[src/verilog/uart_regs_defs.svh]
// register offsets, field positions and reset values of one uart channel
`ifndef UART_REGS_DEFS_SVH
`define UART_REGS_DEFS_SVH
`define ADDR_DATA 3'h0
`define ADDR_IRQ_ENABLE 3'h1
`define ADDR_IRQ_FIFO 3'h2
`define ADDR_LINE_CONTROL 3'h3
`define ADDR_MODEM_CONTROL 3'h4
`define ADDR_LINE_STATUS 3'h5
`define ADDR_MODEM_STATUS 3'h6
`define ADDR_SCRATCH_PAD 3'h7
`define LINE_CTRL_DIV_ACCESS 7
`define LINE_CTRL_EXT_KEY 8'hBF
`define FIFO_CTRL_ENABLE 0
`define FIFO_CTRL_RX_RESET 1
`define FIFO_CTRL_TX_RESET 2
`define FIFO_CTRL_KEEP_MASK 8'hC9
`define IRQ_ENABLE_MASK 8'h0F
`define MODEM_CTRL_MASK 8'h1F
`define MODEM_CTRL_DTR 0
`define MODEM_CTRL_RTS 1
`define MODEM_CTRL_SPARE 2
`define MODEM_CTRL_IRQ_OUT 3
`define MODEM_CTRL_LOOPBACK 4
`define RESET_LINE_CONTROL 8'h00
`define RESET_IRQ_ENABLE 8'h00
`define RESET_FIFO_CONTROL 8'h00
`define RESET_MODEM_CONTROL 8'h00
`define RESET_SCRATCH_PAD 8'hFF
`define RESET_DIVISOR 8'h00
`endif

[src/verilog/uart_regs_pkg.sv]
// types shared by the uart channel register decode
package uart_regs_pkg;
    typedef logic [7:0] byte_t;
    typedef logic [2:0] reg_addr_t;
    typedef logic [1:0] chan_t;
endpackage

[src/verilog/uart_channel_register_decode.sv]
// register decode for the four channels of a quad uart
`timescale 1ns/1ns
`default_nettype none
`include "uart_regs_defs.svh"

module uart_channel_register_decode (
    input wire logic i_ref_clk,
    input wire logic i_reset,
    input wire logic i_clk_en,
    input wire logic [1:0] i_chan_sel,
    input wire logic [2:0] i_addr,
    input wire logic i_rd,
    input wire logic i_wr,
    input wire logic [7:0] i_wdata,
    output logic [7:0] o_rdata,
    input wire logic [31:0] i_rx_data,
    input wire logic [31:0] i_line_status,
    input wire logic [15:0] i_irq_code,
    input wire logic [3:0] i_cts_n,
    input wire logic [3:0] i_dsr_n,
    input wire logic [3:0] i_ri_n,
    input wire logic [3:0] i_cd_n,
    input wire logic [3:0] i_rx_pin,
    input wire logic [3:0] i_tx_shift_out,
    output logic [3:0] o_rx_shift_in,
    output logic [3:0] o_tx_pin,
    output logic [3:0] o_rts_n,
    output logic [3:0] o_dtr_n,
    output logic [3:0] o_irq_output_enable,
    output logic [3:0] o_spare_output_bit,
    output logic [3:0] o_loopback,
    output logic [31:0] o_line_control,
    output logic [31:0] o_irq_enable,
    output logic [31:0] o_fifo_control,
    output logic [63:0] o_divisor,
    output logic [7:0] o_tx_data,
    output logic [3:0] o_tx_load,
    output logic [3:0] o_rx_read,
    output logic [3:0] o_irq_status_read,
    output logic [3:0] o_line_status_read,
    output logic [3:0] o_modem_status_read,
    output logic [3:0] o_rx_fifo_reset,
    output logic [3:0] o_tx_fifo_reset
);

    uart_regs_pkg::byte_t line_control [4];
    uart_regs_pkg::byte_t irq_enable [4];
    uart_regs_pkg::byte_t fifo_control [4];
    uart_regs_pkg::byte_t modem_control [4];
    uart_regs_pkg::byte_t scratch_pad [4];
    uart_regs_pkg::byte_t divisor_low [4];
    uart_regs_pkg::byte_t divisor_high [4];
    uart_regs_pkg::byte_t read_value [4];
    logic [3:0] modem_delta [4];
    logic [3:0] modem_prev [4];
    logic [3:0] modem_live [4];

    // pins cross in through two flip-flops; stage one feeds only stage two
    logic [19:0] pin_meta;
    logic [19:0] pin_sync;
    wire logic [19:0] pin_raw = {i_rx_pin, i_cd_n, i_ri_n, i_dsr_n, i_cts_n};

    wire logic [3:0] wr_tx;
    wire logic [3:0] rd_rx;
    wire logic [3:0] rd_irq_status;
    wire logic [3:0] rd_line_status;
    wire logic [3:0] rd_modem_status;
    wire logic [3:0] fifo_rx_reset;
    wire logic [3:0] fifo_tx_reset;
    wire logic [3:0] loop_on;

    wire logic bus_rd = i_clk_en & i_rd & ~i_wr;
    wire logic bus_wr = i_clk_en & i_wr & ~i_rd;

    always_ff @(posedge i_ref_clk or posedge i_reset) begin
        if (i_reset) begin
            pin_meta <= 20'hFFFFF;
            pin_sync <= 20'hFFFFF;
        end else if (i_clk_en) begin
            pin_meta <= pin_raw;
            pin_sync <= pin_meta;
        end
    end

    genvar g;
    generate
        for (g = 0; g < 4; g = g + 1) begin : chan
            wire logic sel = (i_chan_sel == 2'(g));
            // the extended key value keeps the divisor hidden even with bit 7 set
            wire logic div_on = line_control[g][`LINE_CTRL_DIV_ACCESS] &&
                                (line_control[g] != `LINE_CTRL_EXT_KEY);
            wire logic wr_hit = bus_wr & sel;
            wire logic rd_hit = bus_rd & sel;
            wire logic wr_div_low = wr_hit & (i_addr == `ADDR_DATA) & div_on;
            wire logic wr_div_high = wr_hit & (i_addr == `ADDR_IRQ_ENABLE) & div_on;
            wire logic wr_irq_enable = wr_hit & (i_addr == `ADDR_IRQ_ENABLE) & ~div_on;
            wire logic wr_fifo = wr_hit & (i_addr == `ADDR_IRQ_FIFO);
            wire logic fifo_ok = wr_fifo & i_wdata[`FIFO_CTRL_ENABLE];
            wire logic wr_line = wr_hit & (i_addr == `ADDR_LINE_CONTROL);
            wire logic wr_modem = wr_hit & (i_addr == `ADDR_MODEM_CONTROL);
            wire logic wr_scratch = wr_hit & (i_addr == `ADDR_SCRATCH_PAD);
            wire logic [3:0] pins_in = {pin_sync[12 + g], pin_sync[8 + g], pin_sync[4 + g], pin_sync[g]};

            assign wr_tx[g] = wr_hit & (i_addr == `ADDR_DATA) & ~div_on;
            assign rd_rx[g] = rd_hit & (i_addr == `ADDR_DATA) & ~div_on;
            assign rd_irq_status[g] = rd_hit & (i_addr == `ADDR_IRQ_FIFO);
            assign rd_line_status[g] = rd_hit & (i_addr == `ADDR_LINE_STATUS);
            assign rd_modem_status[g] = rd_hit & (i_addr == `ADDR_MODEM_STATUS);
            assign fifo_rx_reset[g] = fifo_ok & i_wdata[`FIFO_CTRL_RX_RESET];
            assign fifo_tx_reset[g] = fifo_ok & i_wdata[`FIFO_CTRL_TX_RESET];
            assign loop_on[g] = modem_control[g][`MODEM_CTRL_LOOPBACK];

            // in loopback the modem inputs follow the channel's own control outputs
            assign modem_live[g] = loop_on[g] ?
                {modem_control[g][`MODEM_CTRL_IRQ_OUT], modem_control[g][`MODEM_CTRL_SPARE],
                 modem_control[g][`MODEM_CTRL_DTR], modem_control[g][`MODEM_CTRL_RTS]} : ~pins_in;

            always_ff @(posedge i_ref_clk or posedge i_reset) begin
                if (i_reset) begin
                    line_control[g] <= `RESET_LINE_CONTROL;
                end else if (wr_line) begin
                    line_control[g] <= i_wdata;
                end
            end

            always_ff @(posedge i_ref_clk or posedge i_reset) begin
                if (i_reset) begin
                    irq_enable[g] <= `RESET_IRQ_ENABLE;
                end else if (wr_irq_enable) begin
                    irq_enable[g] <= i_wdata & `IRQ_ENABLE_MASK;
                end
            end

            always_ff @(posedge i_ref_clk or posedge i_reset) begin
                if (i_reset) begin
                    divisor_low[g] <= `RESET_DIVISOR;
                end else if (wr_div_low) begin
                    divisor_low[g] <= i_wdata;
                end
            end

            always_ff @(posedge i_ref_clk or posedge i_reset) begin
                if (i_reset) begin
                    divisor_high[g] <= `RESET_DIVISOR;
                end else if (wr_div_high) begin
                    divisor_high[g] <= i_wdata;
                end
            end

            // reset bits are pulses, so they are never kept in the register
            always_ff @(posedge i_ref_clk or posedge i_reset) begin
                if (i_reset) begin
                    fifo_control[g] <= `RESET_FIFO_CONTROL;
                end else if (fifo_ok) begin
                    fifo_control[g] <= i_wdata & `FIFO_CTRL_KEEP_MASK;
                end else if (wr_fifo) begin
                    fifo_control[g][`FIFO_CTRL_ENABLE] <= 1'b0;
                end
            end

            always_ff @(posedge i_ref_clk or posedge i_reset) begin
                if (i_reset) begin
                    modem_control[g] <= `RESET_MODEM_CONTROL;
                end else if (wr_modem) begin
                    modem_control[g] <= i_wdata & `MODEM_CTRL_MASK;
                end
            end

            always_ff @(posedge i_ref_clk or posedge i_reset) begin
                if (i_reset) begin
                    scratch_pad[g] <= `RESET_SCRATCH_PAD;
                end else if (wr_scratch) begin
                    scratch_pad[g] <= i_wdata;
                end
            end

            // a change seen in the read cycle survives the clear
            always_ff @(posedge i_ref_clk or posedge i_reset) begin
                if (i_reset) begin
                    modem_prev[g] <= 4'h0;
                    modem_delta[g] <= 4'h0;
                end else if (i_clk_en) begin
                    modem_prev[g] <= modem_live[g];
                    modem_delta[g] <= (rd_modem_status[g] ? 4'h0 : modem_delta[g]) |
                                      (modem_live[g] ^ modem_prev[g]);
                end
            end

            always_comb begin
                case (i_addr)
                    `ADDR_DATA: read_value[g] = div_on ? divisor_low[g] : i_rx_data[8 * g +: 8];
                    `ADDR_IRQ_ENABLE: read_value[g] = div_on ? divisor_high[g] : irq_enable[g];
                    `ADDR_IRQ_FIFO: read_value[g] = {{2{fifo_control[g][`FIFO_CTRL_ENABLE]}}, 2'h0,
                                                     i_irq_code[4 * g +: 4]};
                    `ADDR_LINE_CONTROL: read_value[g] = line_control[g];
                    `ADDR_MODEM_CONTROL: read_value[g] = modem_control[g];
                    `ADDR_LINE_STATUS: read_value[g] = i_line_status[8 * g +: 8];
                    `ADDR_MODEM_STATUS: read_value[g] = {modem_live[g], modem_delta[g]};
                    `ADDR_SCRATCH_PAD: read_value[g] = scratch_pad[g];
                    default: read_value[g] = 8'h00;
                endcase
            end

            assign o_line_control[8 * g +: 8] = line_control[g];
            assign o_irq_enable[8 * g +: 8] = irq_enable[g];
            assign o_fifo_control[8 * g +: 8] = fifo_control[g];
            assign o_divisor[16 * g +: 16] = {divisor_high[g], divisor_low[g]};
            assign o_loopback[g] = loop_on[g];
        end
    endgenerate

    // read data holds until the next read so the host may sample late
    always_ff @(posedge i_ref_clk or posedge i_reset) begin
        if (i_reset) begin
            o_rdata <= 8'h00;
        end else if (bus_rd) begin
            o_rdata <= read_value[i_chan_sel];
        end
    end

    always_ff @(posedge i_ref_clk or posedge i_reset) begin
        if (i_reset) begin
            o_tx_data <= 8'h00;
        end else if (|wr_tx) begin
            o_tx_data <= i_wdata;
        end
    end

    // side-effect pulses toward the channel core, one clock each; frozen while the enable is low
    always_ff @(posedge i_ref_clk or posedge i_reset) begin
        if (i_reset) begin
            o_rx_read <= 4'h0;
            o_irq_status_read <= 4'h0;
            o_line_status_read <= 4'h0;
            o_modem_status_read <= 4'h0;
        end else if (i_clk_en) begin
            o_rx_read <= rd_rx;
            o_irq_status_read <= rd_irq_status;
            o_line_status_read <= rd_line_status;
            o_modem_status_read <= rd_modem_status;
        end
    end

    always_ff @(posedge i_ref_clk or posedge i_reset) begin
        if (i_reset) begin
            o_tx_load <= 4'h0;
            o_rx_fifo_reset <= 4'h0;
            o_tx_fifo_reset <= 4'h0;
        end else if (i_clk_en) begin
            o_tx_load <= wr_tx;
            o_rx_fifo_reset <= fifo_rx_reset;
            o_tx_fifo_reset <= fifo_tx_reset;
        end
    end

    logic [3:0] ctl_rts;
    logic [3:0] ctl_dtr;
    logic [3:0] ctl_spare;
    logic [3:0] ctl_irq_out;
    always_comb begin
        for (int i = 0; i < 4; i++) begin
            ctl_rts[i] = modem_control[i][`MODEM_CTRL_RTS];
            ctl_dtr[i] = modem_control[i][`MODEM_CTRL_DTR];
            ctl_spare[i] = modem_control[i][`MODEM_CTRL_SPARE];
            ctl_irq_out[i] = modem_control[i][`MODEM_CTRL_IRQ_OUT];
        end
    end

    // rts, dtr and spare pins are active low, the irq output enable is active high; loopback parks them deasserted
    always_ff @(posedge i_ref_clk or posedge i_reset) begin
        if (i_reset) begin
            o_rts_n <= 4'hF;
            o_dtr_n <= 4'hF;
            o_spare_output_bit <= 4'hF;
            o_irq_output_enable <= 4'h0;
        end else if (i_clk_en) begin
            o_rts_n <= ~(ctl_rts & ~loop_on);
            o_dtr_n <= ~(ctl_dtr & ~loop_on);
            o_spare_output_bit <= ~(ctl_spare & ~loop_on);
            o_irq_output_enable <= ctl_irq_out & ~loop_on;
        end
    end

    // the line stays at mark in loopback so the far end sees an idle channel
    always_ff @(posedge i_ref_clk or posedge i_reset) begin
        if (i_reset) begin
            o_tx_pin <= 4'hF;
            o_rx_shift_in <= 4'hF;
        end else if (i_clk_en) begin
            o_tx_pin <= i_tx_shift_out | loop_on;
            o_rx_shift_in <= (loop_on & i_tx_shift_out) | (~loop_on & pin_sync[19:16]);
        end
    end

endmodule
`default_nettype wire

[config.mk]
export PLATFORM = sky130hd
export DESIGN_NAME = uart_channel_register_decode
export DESIGN_NICKNAME = d
export VERILOG_FILES = /design/src/verilog/uart_regs_pkg.sv /design/src/verilog/uart_channel_register_decode.sv
export VERILOG_INCLUDE_DIRS = /design/src /design/src/verilog
export SDC_FILE = /design/constraint.sdc
export NUM_CORES = 1
export LEC_CHECK = 0
export BUFFER_PORTS_ARGS = -buffer_cell sky130_fd_sc_hd__buf_2
export CAP_MARGIN = 20
export CORE_MARGIN = 2
export CORE_UTILIZATION = 59
export CTS_CLUSTER_DIAMETER = 60
export DETAILED_ROUTE_END_ITERATION = 10
export GPL_ROUTABILITY_DRIVEN = 0
export PLACE_DENSITY = 0.85
export SLEW_MARGIN = 30
export SYNTH_ARGS = -nofsm -noshare
export SYNTH_HDL_FRONTEND = slang
export SYNTH_SLANG_ARGS = --single-unit
[constraint.sdc]
create_clock -name i_ref_clk -period 18.7 [get_ports i_ref_clk]
set_input_delay 2.805 -clock i_ref_clk [delete_from_list [all_inputs] [get_ports i_ref_clk]]
set_output_delay 2.805 -clock i_ref_clk [all_outputs]
set_load 0.03 [all_outputs]
Word-level counts from Yosys, hierarchy flattened
Cells that the tools add are included.

storage, ports and cells
  output and inout bits = 232
  register bits after elaboration = 320
  word-level logic and storage cells = 229

operators by class
  multiplexer cells = 31
  bitwise logic cells = 115
  order comparisons = 1
  equality and inequality tests = 14
  reductions and logical operators = 11

operators by type and width
  operator              count
  $pmux W8 S8           4
  $and A1 B1 Y1         84
  $mux W8               10
  $mux W4               8
  $ne A8 B8 Y1 const B  4
  $not A4 Y4            8
  $and A4 B4 Y4         6
  $or A4 B4 Y4          6
  $bmux W8 S2           1
  $xor A4 B4 Y4         4
  $eq A3 B3 Y1 const B  4
  $mux W1               8
  $reduce_bool A2 Y1    4
  $eq A3 B2 Y1 const B  2
  $not A1 Y1            6
  $eq A2 B2 Y1 const B  2
  $logic_and A1 B1 Y1   4
  $reduce_or A4 Y1      1
  $eq A3 B1 Y1 const B  1
  $ge A3 B3 Y1 const B  1
  $logic_not A3 Y1      1
  $not A2 Y3            1
  $eq A2 B1 Y1 const B  1
  $logic_not A2 Y1      1

Longest topological paths before layout
  word-level depth = 7
  mapped depth = 9
  mapped depth without buffers = 6

Worst setup path after synthesis
No wires, ideal clock.

  kind = input to register
  from = in i_chan_sel[1]
  to = reg o_tx_data[0]
  stages = 7
  setup slack = 14.351 ns
  arrival = 4.224 ns
  path buffers = 2
  path through = buf_6 -> and2_4 -> buf_6 -> nand2_4 -> nor2_1 -> a211oi_4 -> mux2_4

between the ends
  longest elaborated chain between the ends = 5
  elaborated cells on any way between the ends = 17
  classes of those cells = 3 x eq/ne; 12 x bitwise; 2 x reduce/logical

ends and longest elaborated chain
  element                               line                                 RTL
  start, declared                       uart_channel_register_decode.sv:10   input wire logic [1:0] i_chan_sel,
  $eq A2 B1 Y1 (tied with other cells)  uart_channel_register_decode.sv:88   wire logic sel = (i_chan_sel == 2'(g));
  $and A1 B1 Y1                         uart_channel_register_decode.sv:92   wire logic wr_hit = bus_wr & sel;
  $and A1 B1 Y1 (2 in a row)            uart_channel_register_decode.sv:104  assign wr_tx[g] = wr_hit & (i_addr == `ADDR_DATA) & ~div_on;
  $reduce_or A4 Y1 *                    uart_channel_register_decode.sv:224  end else if (|wr_tx) begin
  end signal, assigned                  uart_channel_register_decode.sv:225  o_tx_data <= i_wdata;
  end, declared                         uart_channel_register_decode.sv:36   output logic [7:0] o_tx_data,

Mark *: on every way between the ends. The rest lies on a longest branch, timed or not.
A chain may end at the register's enable or synchronous reset.

Worst setup path after layout
  from = in i_clk_en
  to = reg o_rdata[1]

between the ends
  longest elaborated chain between the ends = 2

ends and longest elaborated chain
  element                     line                                 RTL
  start, declared             uart_channel_register_decode.sv:9    input wire logic i_clk_en,
  $and A1 B1 Y1 (2 in a row)  uart_channel_register_decode.sv:72   wire logic bus_rd = i_clk_en & i_rd & ~i_wr;
  end signal, assigned        uart_channel_register_decode.sv:217  o_rdata <= read_value[i_chan_sel];
  end, declared               uart_channel_register_decode.sv:15   output logic [7:0] o_rdata,

No other way between the ends.

==> results.cfg <==
[pwr]
internal-power_mw = 1.278
ir_drop_uv = 67.74
seq_power_share_pct = 44.7
pwr-share-clk_pct = 39.1
p_per_area_nw_per_um2 = 97.89
p_sw_mw = 0.5156
sw_frac_of_total_pct = 28.75
leakage_nw = 8.944
p_comb_share_pct = 16.2

[global_routing]
grt_pass1_vias = 12850
grt_pass1_wl_um = 78890
grtUsageTotal_pct = 37.35
grt_max_degree = 178
antenna_found_initial = 4
grt-ovfl-total = 0

[min_path]
hold_class = reg -> reg

[sta]
fmax_mhz = 187.2
fin_tns_setup_ns = 0
period_share_pct = 28.57
period_needed_ns = 5.343
hold_viol_final = 0
finalSetupViolCount = 0
grt_setup_unrepaired = false
post-route-worst-setup-slack_ns = 13.36
clock_skew_ns = 0.01838
slew_headroom_pct = 35.05
worst_pin_slew_ns = 0.9741
slew_violations = 0

[synthesis]
synth_top_area_share_pct = 36.71
ys_seq_elements = 320
synthTopCellsByCount = dfrtp_1, mux2_2, dfstp_2
yosysWarnings = 0
synthCells = 1315
ys_types = 69
async_reset_ff_share_pct = 100.0
seq_area_frac_synth_pct = 52.26
syn_area_sq_um = 15540
synth_top_cell_by_area = dfrtp_1
synthTopCellsByArea = dfrtp_1, mux2_2, dfstp_2, mux2i_1, nand2_1
avgSynthCellArea_sq_um = 11.82
synth.most_common_cell = dfrtp_1
ys.flop_type = dfrtp_1
synth-edff-count = 0

[die]
core_sq_um = 25980
dieArea_sq_um = 27660
die_h_um = 166.3
die_w_um = 166.3
ioPinCount = 354
start_util_pct = 59.81
rows = 59

[detailed_routing]
routed-wl-met3_um = 6589
drc = 0
vias_per_cell = 6.619
wl_met1_um = 18520
highest_layer = met4
drt_iter0_markers = 1831
num_vias = 12950
wl_um = 52320
met2WireLength_um = 23550
ant_nets = 0
first_pass_iters = 7
wl_per_cell_um = 26.75

[critical_path]
critPathCaptureType = flip-flop
worstSetupPathType = in -> reg
crit_required_ns = 19.06
worst_setup_path_start_kind = input pin
crit_arrival_ns = 5.70
cp_max_fo = 68

[finish]
utilization_pct = 70.51
drive_above_1_share_pct = 46.26
nNetsFinal = 1714
syn_to_final_growth_pct = 17.89
stdcell_area_sq_um = 18320

[clock_network]
cts_root_buffer = clkbuf_16
cts_buffers = 34
clk_path_buf_depth = 3
ctsResizeCount = 0
cts_tree = yes
clkSinkCount = 320
cts.clk_slew.worst_paths_ns = 0.06
cts_setup_buffers = 0
h-tree-depth = 2
holdBufCountCts = 0
clock_latency_ns = 0.52

[placed_design]
placed_area_sq_um = 17120
pre_cts_ws_ns = 13.05
port_buffers = 321
hpwlAfterDp_um = 36010

[job]
cap_violations = 0

[status]
status = finished, final reports clean
stage by stage:
stage | std cells | hold WS, ns | power [mW]
final | 1956 | 0.4814 | 1.794
after global routing | 1956 | 0.4984 | 1.847
after CTS | 1951 | 0.4816 | 1.787
after detailed placement | 1890 | 0.4679 | 1.093
after global placement | 1890 | 0.4570 | 1.085
after floorplan | 1346 | 0.4444 | 0.9984
kinds of logic (layout without fill, tap and decap cells):
family                 Yosys count  count (layout)  share of synthesized area [%]
flip-flops                     320             320                          52.26
other                            1              36                        0.02413
multiplexers                   305             305                          22.19
XOR/XNOR                        16              16                         0.9016
AO/OA/AOI/OAI                  246             246                          10.89
AND/OR/NAND/NOR                289             289                          9.057
buffers and inverters          138             409                          4.669
state kept, by name (all words and copies together) (netlist names), 8 cells and up:
register	flops
o_tx_data	8
modem_delta	16
o_line_control	32
o_irq_enable	16
o_divisor	64
scratch_pad	32
pin_sync	20
modem_prev	16
o_rdata	8
o_fifo_control	16
pin_meta	20
power by group through the flow:
stage | Combinational (mW) | Clock, mW | Sequential (mW)
6_report | 0.291 | 0.701 | 0.802
5_1_grt | 0.305 | 0.735 | 0.807
4_1_cts | 0.284 | 0.703 | 0.800
3_5_place_dp | 0.283 | 0 | 0.811
3_3_place_gp | 0.277 | 0 | 0.808
2_1_floorplan | 0.152 | 0 | 0.846
layer usage:
layer	track usage, %	up-vias
met5	0	-
met4	21.59	0
met3	11.42	273
met2	57.51	1056
met1	47.10	6374
li1	-	5244
worst max-delay path, cell delays in order:
cell and delay [ns]:
buf_4 0.58, inv_2 0.61, nor3b_2 0.74, o21ai_0 0.26
nor3_1 0.50, a31oi_1 0.16
final timing paths:
path	startpoint	to	cells after the start	slack (ns)
hold / removal	modem_delta[9]	modem_delta[9]	2	0.48
max in group asynchronous	i_reset	o_tx_data[6]	4	14.96
min in group asynchronous	i_reset	ctl_rts[1]	2	2.40
setup reg to reg	o_line_control[30]	o_rdata[1]	6	15.75
hold reg to reg	modem_delta[9]	modem_delta[9]	2	0.48
setup / recovery	i_clk_en	o_rdata[1]	6	13.36
cells in the final DEF, fill, tap and decap left out, drive strengths merged, types with 14 or more instances in the layout:
cell      n
inv      15
o22ai    24
conb     32
xor2     16
a21oi    57
buf     332
dfstp    92
nor3     20
a31oi    17
mux2    233
nand3    41
dfrtp   228
mux2i    66
nor2     94
clkbuf   53
a22o     14
o21ai    42
nand2    89
layout make-up:
class | instances | area [sq um]
Antenna cell | 4 | 10.01
Clock buffer | 53 | 1026
Clock inverter | 8 | 132.6
Fill cell | 1828 | 7662
Inverter | 16 | 72.57
Multi-Input combinational cell | 888 | 6815
Sequential cell | 320 | 8123
Tap cell | 335 | 419.2
Timing Repair Buffer | 332 | 1724
(Power assumes the default switching activity.)
